--- src/common/port_cfg_pkg.sv ---
// ---------------------------------------------------------------------------
// port configuration loader package
// ---------------------------------------------------------------------------
// holds word addresses, field positions, register offsets and types
// assumes 16-bit preset words and a 12-bit wishbone byte address
package port_cfg_pkg;

	localparam int NUM_PORTS = 6;

	// preset memory word addresses
	localparam logic [7:0] PM_FIRST_WADDR   = 8'h50; // port 0 capability word
	localparam logic [7:0] PM_LAST_WADDR    = 8'h5b; // port 5 data word
	localparam logic [7:0] PORT_FIRST_WADDR = 8'h60; // port 0 port word
	localparam logic [7:0] PORT_LAST_WADDR  = 8'h6a; // port 5 port word
	localparam logic [7:0] PM_WSTEP         = 8'h01;
	localparam logic [7:0] PORT_WSTEP       = 8'h02;

	// bit positions inside preset words
	localparam int SRC_AUX_LSB  = 1;
	localparam int SRC_PME_LSB  = 6;
	localparam int SRC_DATA_LSB = 8;
	localparam int SRC_NSR_BIT  = 0;
	localparam int SRC_SLOT_BIT = 0;
	localparam int SRC_CLK_BIT  = 1;
	localparam int SRC_DSI_BIT  = 2;
	localparam int SRC_LPRI_BIT = 3;
	localparam int SRC_PNUM_LSB = 4;
	localparam int SRC_TC_LSB   = 9;

	// configuration dword offsets inside one port window
	localparam logic [8:0] OFS_PM_CAP    = 9'h040;
	localparam logic [8:0] OFS_PM_CTL    = 9'h044;
	localparam logic [8:0] OFS_EXP_CAP   = 9'h0c0;
	localparam logic [8:0] OFS_LINK_CAP  = 9'h0cc;
	localparam logic [8:0] OFS_SLOT_STAT = 9'h0d0;
	localparam logic [8:0] OFS_VC_CAP    = 9'h144;
	localparam logic [8:0] OFS_VC_MAP    = 9'h154;

	// bit positions inside configuration dwords
	localparam int DSI_POS  = 21;
	localparam int AUX_POS  = 22;
	localparam int D1_POS   = 25;
	localparam int D2_POS   = 26;
	localparam int PME_POS  = 28;
	localparam int DATA_POS = 24;
	localparam int NSR_POS  = 3;
	localparam int SLOT_POS = 24;
	localparam int PNUM_POS = 24;
	localparam int CLK_POS  = 28;
	localparam int LPRI_POS = 4;
	localparam int TC_POS   = 1;

	// loader control and status words
	localparam logic [11:0] CTRL_ADDR       = 12'hc00;
	localparam logic [11:0] STAT_ADDR       = 12'hc04;
	localparam int          CTRL_RELOAD_BIT = 0;
	localparam int          STAT_DONE_BIT   = 0;

	typedef struct packed {
		logic [2:0] aux;
		logic [1:0] pme;
		logic [7:0] pm_data;
		logic       keep_state;
		logic       slot_impl;
		logic       slot_clk;
		logic       dsi;
		logic       low_priority_vchan_count;
		logic [2:0] port_num;
		logic [6:0] tc_map;
	} port_cfg_s;

	localparam port_cfg_s CFG_RESET = '0; // port_num reset is the port index

	typedef enum logic [0:0] {
		ST_LOAD  = 1'b0,
		ST_READY = 1'b1
	} load_state_e;

endpackage : port_cfg_pkg

--- src/logic/port_config_word_loader.sv ---
// ---------------------------------------------------------------------------
// preset word loader into per-port configuration fields of a six-port switch
// ---------------------------------------------------------------------------
// assumes a preset memory answering one word per req/ack handshake
// assumes a classic wishbone master for configuration reads
//
// Overview of operation
// [RL1] capability word bits 3:1 become the aux current field, 40h bits 24:22
// [RL2] 40h bit 25 reads as constant one, D1 supported
// [RL3] 40h bit 26 reads as constant one, D2 supported
// [RL4] capability word bits 7:6 become PME support, 40h bits 29:28
// [RL5] data word bits 15:8 become read-only data byte, 44h bits 31:24
// [RL6] soft-reset word bit 0 becomes keep-state flag, 44h bit 3
// [RL7] port word bit 1 drives slot clock flag, D0h bit 28
// [RL8] port word bit 2 drives device init flag, 40h bit 21; port 0 at 60h
// [RL9] port word bit 3 drives low priority vc count, 144h bit 4
// [RL10] port word bits 6:4 become logical port number, CCh bits 26:24
// [RL11] port word bits 15:9 become vc0 traffic class map, 154h bits 7:1
// [RL12] port 1 word at 62h bit 0 drives slot implemented, C0h bit 24
// [RL13] port words continue every two addresses: 64h, 66h, 68h, 6Ah
// [RL14] all words load before host accesses are answered; unloaded fields keep defaults
// [RL15] a word updates only its own port, other ports unchanged; an odd data word also sets the keep-state flag of the next port
//
// Implementation choices: the address map and the Wishbone slave port.
`timescale 1ns/1ps
module port_config_word_loader (
	input  wire logic                    clk_i,
	input  wire logic                    rst_i,
	input  wire logic                    cyc_i,
	input  wire logic                    stb_i,
	input  wire logic                    we_i,
	input  wire logic [11:0]             adr_i,
	input  wire logic [3:0]              sel_i,
	input  wire logic [31:0]             dat_i,
	output logic                         ack_o,
	output logic [31:0]                  dat_o,
	output logic                         mem_req_o,
	output logic [7:0]                   mem_addr_o,
	input  wire logic                    mem_ack_i,
	input  wire logic [15:0]             mem_data_i,
	output logic                         load_done_o,
	output port_cfg_pkg::port_cfg_s      port_cfg_o [port_cfg_pkg::NUM_PORTS]
);

	// ------------------------------------------------------------------
	// state
	// ------------------------------------------------------------------
	port_cfg_pkg::load_state_e state_q, state_d;
	logic [7:0]                addr_q, addr_d;
	logic                      req_q, req_d;
	logic                      done_q, done_d;
	logic                      ack_q, ack_d;
	logic [31:0]               dat_q, dat_d;
	port_cfg_pkg::port_cfg_s   cfg_q [port_cfg_pkg::NUM_PORTS];
	port_cfg_pkg::port_cfg_s   cfg_d [port_cfg_pkg::NUM_PORTS];

	logic       take;
	logic       is_pm;
	logic [7:0] pm_rel;
	logic [7:0] pw_rel;
	logic [2:0] pm_port;
	logic [2:0] pw_port;
	logic       pm_odd;
	logic       accept;
	logic       reload_wr;

	// ------------------------------------------------------------------
	// preset word decode
	// ------------------------------------------------------------------
	// word handed over by memory this cycle
	assign take    = req_q && mem_ack_i;
	assign is_pm   = addr_q < port_cfg_pkg::PORT_FIRST_WADDR;
	assign pm_rel  = addr_q - port_cfg_pkg::PM_FIRST_WADDR;
	assign pw_rel  = addr_q - port_cfg_pkg::PORT_FIRST_WADDR;
	assign pm_port = pm_rel[3:1]; // two words per port
	assign pm_odd  = pm_rel[0];   // odd word: data byte plus next port soft reset
	assign pw_port = pw_rel[3:1];

	// ------------------------------------------------------------------
	// per-port field update
	// ------------------------------------------------------------------
	for (genvar g = 0; g < port_cfg_pkg::NUM_PORTS; g++) begin : g_port
		// only the addressed port takes the word; the next port takes the soft-reset bit of an odd word
		always_comb begin
			cfg_d[g] = cfg_q[g]; // RL15
			if (take && is_pm && !pm_odd && pm_port == 3'(g)) begin
				cfg_d[g].aux = mem_data_i[port_cfg_pkg::SRC_AUX_LSB +: 3]; // RL1
				cfg_d[g].pme = mem_data_i[port_cfg_pkg::SRC_PME_LSB +: 2]; // RL4
			end
			if (take && is_pm && pm_odd && pm_port == 3'(g)) begin
				cfg_d[g].pm_data = mem_data_i[port_cfg_pkg::SRC_DATA_LSB +: 8]; // RL5
			end
			if (take && is_pm && pm_odd && ({1'b0, pm_port} + 4'h1) == 4'(g)) begin
				cfg_d[g].keep_state = mem_data_i[port_cfg_pkg::SRC_NSR_BIT]; // RL6
			end
			if (take && !is_pm && pw_port == 3'(g)) begin
				if (g != 0) begin
					cfg_d[g].slot_impl = mem_data_i[port_cfg_pkg::SRC_SLOT_BIT]; // RL12
				end
				cfg_d[g].slot_clk                 = mem_data_i[port_cfg_pkg::SRC_CLK_BIT];     // RL7
				cfg_d[g].dsi                      = mem_data_i[port_cfg_pkg::SRC_DSI_BIT];     // RL8
				cfg_d[g].low_priority_vchan_count = mem_data_i[port_cfg_pkg::SRC_LPRI_BIT];    // RL9
				cfg_d[g].port_num                 = mem_data_i[port_cfg_pkg::SRC_PNUM_LSB +: 3]; // RL10
				cfg_d[g].tc_map                   = mem_data_i[port_cfg_pkg::SRC_TC_LSB +: 7];   // RL11
			end
		end

		// field registers, defaults until a word arrives
		always_ff @(posedge clk_i) begin
			if (rst_i) begin
				cfg_q[g]          <= port_cfg_pkg::CFG_RESET; // RL14
				cfg_q[g].port_num <= 3'(g);
			end else begin
				cfg_q[g] <= cfg_d[g];
			end
		end

		assign port_cfg_o[g] = cfg_q[g];
	end

	// ------------------------------------------------------------------
	// load sequencer
	// ------------------------------------------------------------------
	// walks 50h..5Bh one by one, then 60h..6Ah in steps of two
	always_comb begin
		state_d = state_q;
		addr_d  = addr_q;
		req_d   = req_q;
		done_d  = done_q;
		unique case (state_q)
			port_cfg_pkg::ST_LOAD: begin
				req_d = 1'b1;
				if (take) begin
					req_d = 1'b0; // one idle cycle between words
					if (addr_q == port_cfg_pkg::PORT_LAST_WADDR) begin
						state_d = port_cfg_pkg::ST_READY;
						done_d  = 1'b1;
					end else if (addr_q == port_cfg_pkg::PM_LAST_WADDR) begin
						addr_d = port_cfg_pkg::PORT_FIRST_WADDR;
					end else if (is_pm) begin
						addr_d = addr_q + port_cfg_pkg::PM_WSTEP;
					end else begin
						addr_d = addr_q + port_cfg_pkg::PORT_WSTEP; // RL13
					end
				end
			end
			port_cfg_pkg::ST_READY: begin
				if (reload_wr) begin
					state_d = port_cfg_pkg::ST_LOAD;
					done_d  = 1'b0;
					addr_d  = port_cfg_pkg::PM_FIRST_WADDR;
				end
			end
		endcase
	end

	// sequencer registers
	always_ff @(posedge clk_i) begin
		if (rst_i) begin
			state_q <= port_cfg_pkg::ST_LOAD;
			addr_q  <= port_cfg_pkg::PM_FIRST_WADDR;
			req_q   <= 1'b0;
			done_q  <= 1'b0;
		end else begin
			state_q <= state_d;
			addr_q  <= addr_d;
			req_q   <= req_d;
			done_q  <= done_d;
		end
	end

	assign mem_req_o   = req_q;
	assign mem_addr_o  = addr_q;
	assign load_done_o = done_q;

	// ------------------------------------------------------------------
	// wishbone slave
	// ------------------------------------------------------------------
	// requests wait, unanswered, until loading has finished
	assign accept    = cyc_i && stb_i && !ack_q && state_q == port_cfg_pkg::ST_READY; // RL14
	assign reload_wr = accept && we_i && adr_i == port_cfg_pkg::CTRL_ADDR && sel_i[0]
	                   && dat_i[port_cfg_pkg::CTRL_RELOAD_BIT];

	// answer and read data
	always_comb begin
		port_cfg_pkg::port_cfg_s pc;
		logic [31:0]             rd;
		pc = port_cfg_pkg::CFG_RESET;
		rd = 32'h0000_0000;
		for (int i = 0; i < port_cfg_pkg::NUM_PORTS; i++) begin
			if (adr_i[11:9] == 3'(i)) begin
				pc = cfg_q[i];
			end
		end
		if (adr_i == port_cfg_pkg::STAT_ADDR) begin
			rd[port_cfg_pkg::STAT_DONE_BIT] = done_q;
		end else if (adr_i[11:9] < 3'(port_cfg_pkg::NUM_PORTS)) begin
			case (adr_i[8:0])
				port_cfg_pkg::OFS_PM_CAP: begin
					rd[port_cfg_pkg::DSI_POS]       = pc.dsi;  // RL8
					rd[port_cfg_pkg::AUX_POS +: 3]  = pc.aux;  // RL1
					rd[port_cfg_pkg::D1_POS]        = 1'b1;    // RL2
					rd[port_cfg_pkg::D2_POS]        = 1'b1;    // RL3
					rd[port_cfg_pkg::PME_POS +: 2]  = pc.pme;  // RL4
				end
				port_cfg_pkg::OFS_PM_CTL: begin
					rd[port_cfg_pkg::DATA_POS +: 8] = pc.pm_data;    // RL5
					rd[port_cfg_pkg::NSR_POS]       = pc.keep_state; // RL6
				end
				port_cfg_pkg::OFS_EXP_CAP:   rd[port_cfg_pkg::SLOT_POS]      = pc.slot_impl;                // RL12
				port_cfg_pkg::OFS_LINK_CAP:  rd[port_cfg_pkg::PNUM_POS +: 3] = pc.port_num;                 // RL10
				port_cfg_pkg::OFS_SLOT_STAT: rd[port_cfg_pkg::CLK_POS]       = pc.slot_clk;                 // RL7
				port_cfg_pkg::OFS_VC_CAP:    rd[port_cfg_pkg::LPRI_POS]      = pc.low_priority_vchan_count; // RL9
				port_cfg_pkg::OFS_VC_MAP:    rd[port_cfg_pkg::TC_POS +: 7]   = pc.tc_map;                   // RL11
				default:                     rd = 32'h0000_0000; // unmapped reads zero
			endcase
		end
		ack_d = accept;
		dat_d = (accept && !we_i) ? rd : 32'h0000_0000;
	end

	// bus answer registers
	always_ff @(posedge clk_i) begin
		if (rst_i) begin
			ack_q <= 1'b0;
			dat_q <= 32'h0000_0000;
		end else begin
			ack_q <= ack_d;
			dat_q <= dat_d;
		end
	end

	assign ack_o = ack_q;
	assign dat_o = dat_q;

	// ------------------------------------------------------------------
	// checks
	// ------------------------------------------------------------------
	chk_aux_load: assert property (@(posedge clk_i) disable iff (rst_i) // RL1
		take && addr_q == 8'h50 |=> cfg_q[0].aux == $past(mem_data_i[3:1]))
		else $error("aux current not loaded");

	chk_d1_const: assert property (@(posedge clk_i) disable iff (rst_i) // RL2
		accept && !we_i && adr_i == 12'h240 |=> ack_q && dat_q[25])
		else $error("d1 support bit not one");

	chk_d2_const: assert property (@(posedge clk_i) disable iff (rst_i) // RL3
		accept && !we_i && adr_i == 12'ha40 |=> ack_q && dat_q[26])
		else $error("d2 support bit not one");

	chk_pme_load: assert property (@(posedge clk_i) disable iff (rst_i) // RL4
		take && addr_q == 8'h5a |=> cfg_q[5].pme == $past(mem_data_i[7:6]))
		else $error("pme support not loaded");

	chk_data_load: assert property (@(posedge clk_i) disable iff (rst_i) // RL5
		take && addr_q == 8'h59 |=> cfg_q[4].pm_data == $past(mem_data_i[15:8]))
		else $error("pm data byte not loaded");

	chk_keep_state: assert property (@(posedge clk_i) disable iff (rst_i) // RL6
		take && addr_q == 8'h59 |=> cfg_q[5].keep_state == $past(mem_data_i[0]) && $stable(cfg_q[4].keep_state))
		else $error("keep state flag misplaced");

	chk_port0_word: assert property (@(posedge clk_i) disable iff (rst_i) // RL7 RL8 RL9 RL10 RL11
		take && addr_q == 8'h60 |=> cfg_q[0].slot_clk == $past(mem_data_i[1]) && cfg_q[0].dsi == $past(mem_data_i[2])
			&& cfg_q[0].low_priority_vchan_count == $past(mem_data_i[3])
			&& cfg_q[0].port_num == $past(mem_data_i[6:4]) && cfg_q[0].tc_map == $past(mem_data_i[15:9]))
		else $error("port 0 word not applied");

	chk_slot_impl: assert property (@(posedge clk_i) disable iff (rst_i) // RL12
		take && addr_q == 8'h62 |=> cfg_q[1].slot_impl == $past(mem_data_i[0]) && cfg_q[0].slot_impl == 1'b0)
		else $error("slot implemented misplaced");

	chk_addr_step: assert property (@(posedge clk_i) disable iff (rst_i) // RL13
		take && addr_q == 8'h64 |=> !mem_req_o && mem_addr_o == 8'h66 ##1 mem_req_o)
		else $error("port word address step wrong");

	chk_ack_ready: assert property (@(posedge clk_i) disable iff (rst_i) // RL14
		ack_o |-> $past(load_done_o) && !mem_req_o)
		else $error("answer before load done");

	chk_other_port: assert property (@(posedge clk_i) disable iff (rst_i) // RL15
		take && addr_q == 8'h60 |=> $stable(cfg_q[1]) && $stable(cfg_q[5]))
		else $error("word touched another port");

	chk_ack_pulse: assert property (@(posedge clk_i) disable iff (rst_i) // RL14
		ack_o |=> !ack_o && dat_o == 32'h0000_0000)
		else $error("bus answer longer than one cycle");

	chk_req_hold: assert property (@(posedge clk_i) disable iff (rst_i) // RL13
		mem_req_o && !mem_ack_i |=> mem_req_o && $stable(mem_addr_o))
		else $error("preset request dropped early");

	chk_first_data: assert property (@(posedge clk_i) disable iff (rst_i) // RL6
		take && addr_q == 8'h51 |=> cfg_q[0].pm_data == $past(mem_data_i[15:8])
			&& cfg_q[1].keep_state == $past(mem_data_i[0]))
		else $error("first data word misplaced");

	chk_last_word: assert property (@(posedge clk_i) disable iff (rst_i) // RL11
		take && addr_q == 8'h6a |=> cfg_q[5].tc_map == $past(mem_data_i[15:9])
			&& cfg_q[5].slot_impl == $past(mem_data_i[0]))
		else $error("last port word not applied");

	chk_done_last: assert property (@(posedge clk_i) disable iff (rst_i) // RL14
		take && addr_q == 8'h6a |=> load_done_o && !mem_req_o)
		else $error("load not done after last word");

	chk_port0_default: assert property (@(posedge clk_i) disable iff (rst_i) // RL14
		cfg_q[0].slot_impl == 1'b0 && cfg_q[0].keep_state == 1'b0)
		else $error("port 0 unloaded field changed");

endmodule : port_config_word_loader

--- config.mk ---
export PLATFORM = sky130hd
export DESIGN_NAME = port_config_word_loader
export DESIGN_NICKNAME = d
export VERILOG_FILES = /design/src/common/port_cfg_pkg.sv /design/src/logic/port_config_word_loader.sv
export SDC_FILE = /design/constraint.sdc
export NUM_CORES = 1
export LEC_CHECK = 0
export ABC_AREA = 1
export CORE_MARGIN = 2
export CORE_UTILIZATION = 23
export CTS_CLUSTER_DIAMETER = 200
export CTS_CLUSTER_SIZE = 10
export DETAILED_ROUTE_END_ITERATION = 8
export DONT_BUFFER_PORTS = 1
export SETUP_SLACK_MARGIN = 0.05
export SYNTH_ARGS = -nofsm -noshare
export SYNTH_HDL_FRONTEND = slang
export SYNTH_SLANG_ARGS = --single-unit
--- constraint.sdc ---
create_clock -name clk_i -period 2.1 [get_ports clk_i]
set_clock_uncertainty 0.15 [all_clocks]
set_input_delay 0 -clock clk_i [delete_from_list [all_inputs] [get_ports clk_i]]
set_output_delay 0 -clock clk_i [all_outputs]
set_load 0.005 [all_outputs]
==> metrics.md <==
| Metric | Value |
|---|---|
| # port buffers | `0` |
| Setup TNS | `0 ns` |
| Post-synth cell types | `41` |
| Crit path DAT | `approximately 2.1 ns` |
| Met1 usage | `0.226` |
| DRT antenna net count | `0` |
| Worst-skew pair later-pin latency | `approximately 0.45 ns` |
| Post-synth top area cell | `dfxtp_1` |
| Crit path kind | `input pin to flop` |
| Grt total ovfl | `0` |
| CTS tree | `yes` |
| Status | `complete, no violations` |
| DRT iter0 DRCs | `773` |
| Io pins | `281` |
| Total Wirelength | `~40,000 um` |
| Routed via count | `8,939` |
| Synth Register Bits | `198` |
| Slew Viols, Final | `0` |
| GRT met3 Usage | `0.0776` |
| Final worst path period share | `0.939` |
| Slew margin rel. | `0.386` |
| Gate power share | `0.077` |
| Post-Layout Cell Count | `approximately 1,900` |
| Max IR drop VDD | `0.504 mV` |
| CTS Sinks | `198` |
| Unrepaired setup endpoints after global routing | `yes` |
| WP data required | `approximately 2.3 ns` |
| Routability cong. | `0.925` |
| Seq pwr share | `0.497` |
| Hold Crit Class | `input pin to flop` |
| Largest net degree at the start of global routing | `122` |
| HPWL Detailed | `29,500 um` |
| EDFF count, synth | `0` |
| Primary FF master, synth | `dfxtp_1` |
| Pin slew with the least headroom to its limit | `~0.92 ns` |
| Post-Syn Instances | `1,287` |
| Worst-path clk slew | `0.08 ns` |
| Crit end category | `flop` |
| Critical Path Source Type | `input pin` |
| Die Wd | `roughly 200 um` |
| Final Critical Period | `1.97 ns` |
| Synth area leaders | `dfxtp_1, nor2_1, o21ai_0, nand2_1, a21oi_1` |
| Htree depth | `4` |
| Max cap viols | `0` |
| Clock Power Share | `0.427` |
| Max Fclk | `~500 MHz` |
| Switching Power | `roughly 2.1 mW` |
| Root buffer cell | `clkbuf_16` |
| Syn Area/Cell | `between 6 and 7 um^2` |
| Core area | `38,600 um^2` |
| Placed Instances | `1,779` |
| Layout cells sized above 1 | `0.0974` |
| Top-area cell type share of the netlist area | `0.441` |
| Register area share after synthesis | `0.441` |
| DR WL/cell | `~21 um` |
| Met2 global-route usage | `0.314` |
| Residual DRC count | `0` |
| Vias in the first global route | `between 8,000 and 9,000` |
| First-pass GRT wire length | `56,600 um` |
| Commonest non-fill, non-tap cell in the layout | `nor2_1` |
| DR vias/cell | `roughly 4.8` |
| GRT Total Usage | `0.192` |
| Row count | `72` |
| Die area | `40,700 um^2` |
| CP Max Fanout | `2` |
| Mapped cell area | `8990 um^2` |
| Layer with the highest usage | `met2` |
| Pleak | `approximately 4.5 nW` |
| Async set or reset register ratio after synthesis | `0` |
| Maximum root-to-sink buffer count | `2` |
| Chip Height | `202 um` |
| Pwr Density | `718 nW/um^2` |
| CTS buffer count | `17` |
| First drt pass iteration count | `5` |
| Count of final hold-check violations | `0` |
| Final setup violation count | `0` |
| P_int | `between 5 and 6 mW` |
| Switching share of power | `0.278` |
| Fillers | `4,209` |
| Area Overhead vs Synth | `19.6%` |
| Final net count | `1,410` |
| Yosys warnings | `0` |
| Antenna violations before repair | `2` |
| Most frequent cells in the layout | `nor2_1, dfxtp_1, o21ai_0, nand2_1, inv_1` |
| Initial Util | `0.233` |
-- worst paths after layout --
path	startpoint	end	slack, ns	cells after the start
hold / removal	adr_i[10]	dat_o[31]$_SDFF_PP0_	0.02	5
setup / recovery	we_i	load_done_o$_SDFFE_PP0P_	0.13	8
hold reg to reg	cfg_q[5][0]$_SDFFE_PP0P_	cfg_q[5][0]$_SDFFE_PP0P_	0.35	2
setup reg to reg	mem_req_o$_SDFFE_PP0N_	cfg_q[5][1]$_SDFFE_PP0P_	0.18	7
-- synthesized netlist by cell type, types with 2 or more instances --
master	instances
nor2_1	274
o21ai_0	186
o2111ai_1	2
xor2_1	3
nand3b_1	6
dfxtp_1	198
nand3_2	3
inv_1	118
o22ai_1	16
clkinv_1	2
inv_2	11
nor2_4	10
nor3_1	5
buf_4	14
nand2_2	4
a31oi_1	4
clkbuf_1	35
nand3_1	36
nor2_2	4
ha_1	8
nand2_1	188
or2_2	4
o21ai_1	3
buf_2	21
a21oi_1	93
nand4_1	19
buf_6	3
clkbuf_2	2
inv_4	2
nor2_8	2
-- flip-flops by register name, indices dropped and copies added, names as in the netlist --
register     flops
ack_o            1
mem_req_o        1
mem_addr_o       8
state_q          1
load_done_o      1
dat_o           19
cfg_q          167
-- worst max-delay path: stages --
cell and delay, ns:
dlygate4sd3_1 0.55, nand3_1 0.07, dlygate4sd3_1 0.56, nor3_1 0.18, nand2_1 0.10, nand2_1 0.06, dlygate4sd3_1 0.55, a21oi_1 0.06
-- what timing repair did --
| item | in CTS | in global routing |
|---|---|---|
| hold buffers | 44 | 1 |
| setup buffers | 0 | 7 |
| setup endpoints to repair | 0 | 73 |
| gates resized for setup | 0 | 18 |
| hold endpoints to repair | 195 | 1 |
-- per-layer routing --
layer / vias up / part of all wire
met5: - / 0
met4: 0 / 0.032
met3: 59 / 0.12
met2: 474 / 0.47
met1: 4184 / 0.38
li1: 4222 / -
-- stage by stage --
| stage | total power [mW] | hold WS (ns) | worst slack [ns] | area (um^2) | utilization |
|---|---|---|---|---|---|
| finish | 7.72 | 0.0171 | 0.128 | 10800 | 0.278 |
| global route | 7.99 | 0.0208 | 0.0257 | 10700 | 0.278 |
| CTS | 7.76 | 0.000246 | 0.0524 | 10600 | 0.275 |
| detailed placement | 4.34 | -0.0777 | 0.130 | 9600 | 0.248 |
| global placement | 4.33 | -0.0787 | 0.155 | 9600 | 0.248 |
| floorplan | 4.24 | -0.0707 | 0.339 | 9040 | - |
-- cells by family after synthesis --
kind of cell / count (synthesis) / synth area share
flip-flops: 198 / 0.441
other: 1 / 0.000417
adder cells (fa/ha/maj): 8 / 0.0111
buffers and inverters: 209 / 0.0999
AND/OR/NAND/NOR: 560 / 0.268
AO/OA/AOI/OAI: 308 / 0.177
XOR/XNOR: 3 / 0.00292
-- final cells by class --
cell class	count	area, um^2	area share
Clock inverter	14	139	0.0129
Antenna cell	5	12.5	0.00116
Multi-Input combinational cell	893	4210	0.392
Tap cell	518	648	0.0603
Sequential cell	198	3970	0.369
Clock buffer	18	439	0.0408
Inverter	134	520	0.0484
Timing Repair Buffer	88	818	0.0761
-- power by group through the flow --
stage	Combinational, mW	Clock (mW)	Sequential (mW)
4_1_cts	0.573	3.35	3.83
6_report	0.590	3.29	3.83
5_1_grt	0.639	3.51	3.84
3_5_place_dp	0.419	0	3.92
3_3_place_gp	0.413	0	3.92
2_1_floorplan	0.340	0	3.90
Note: power is estimated with default switching activity, not from simulation.
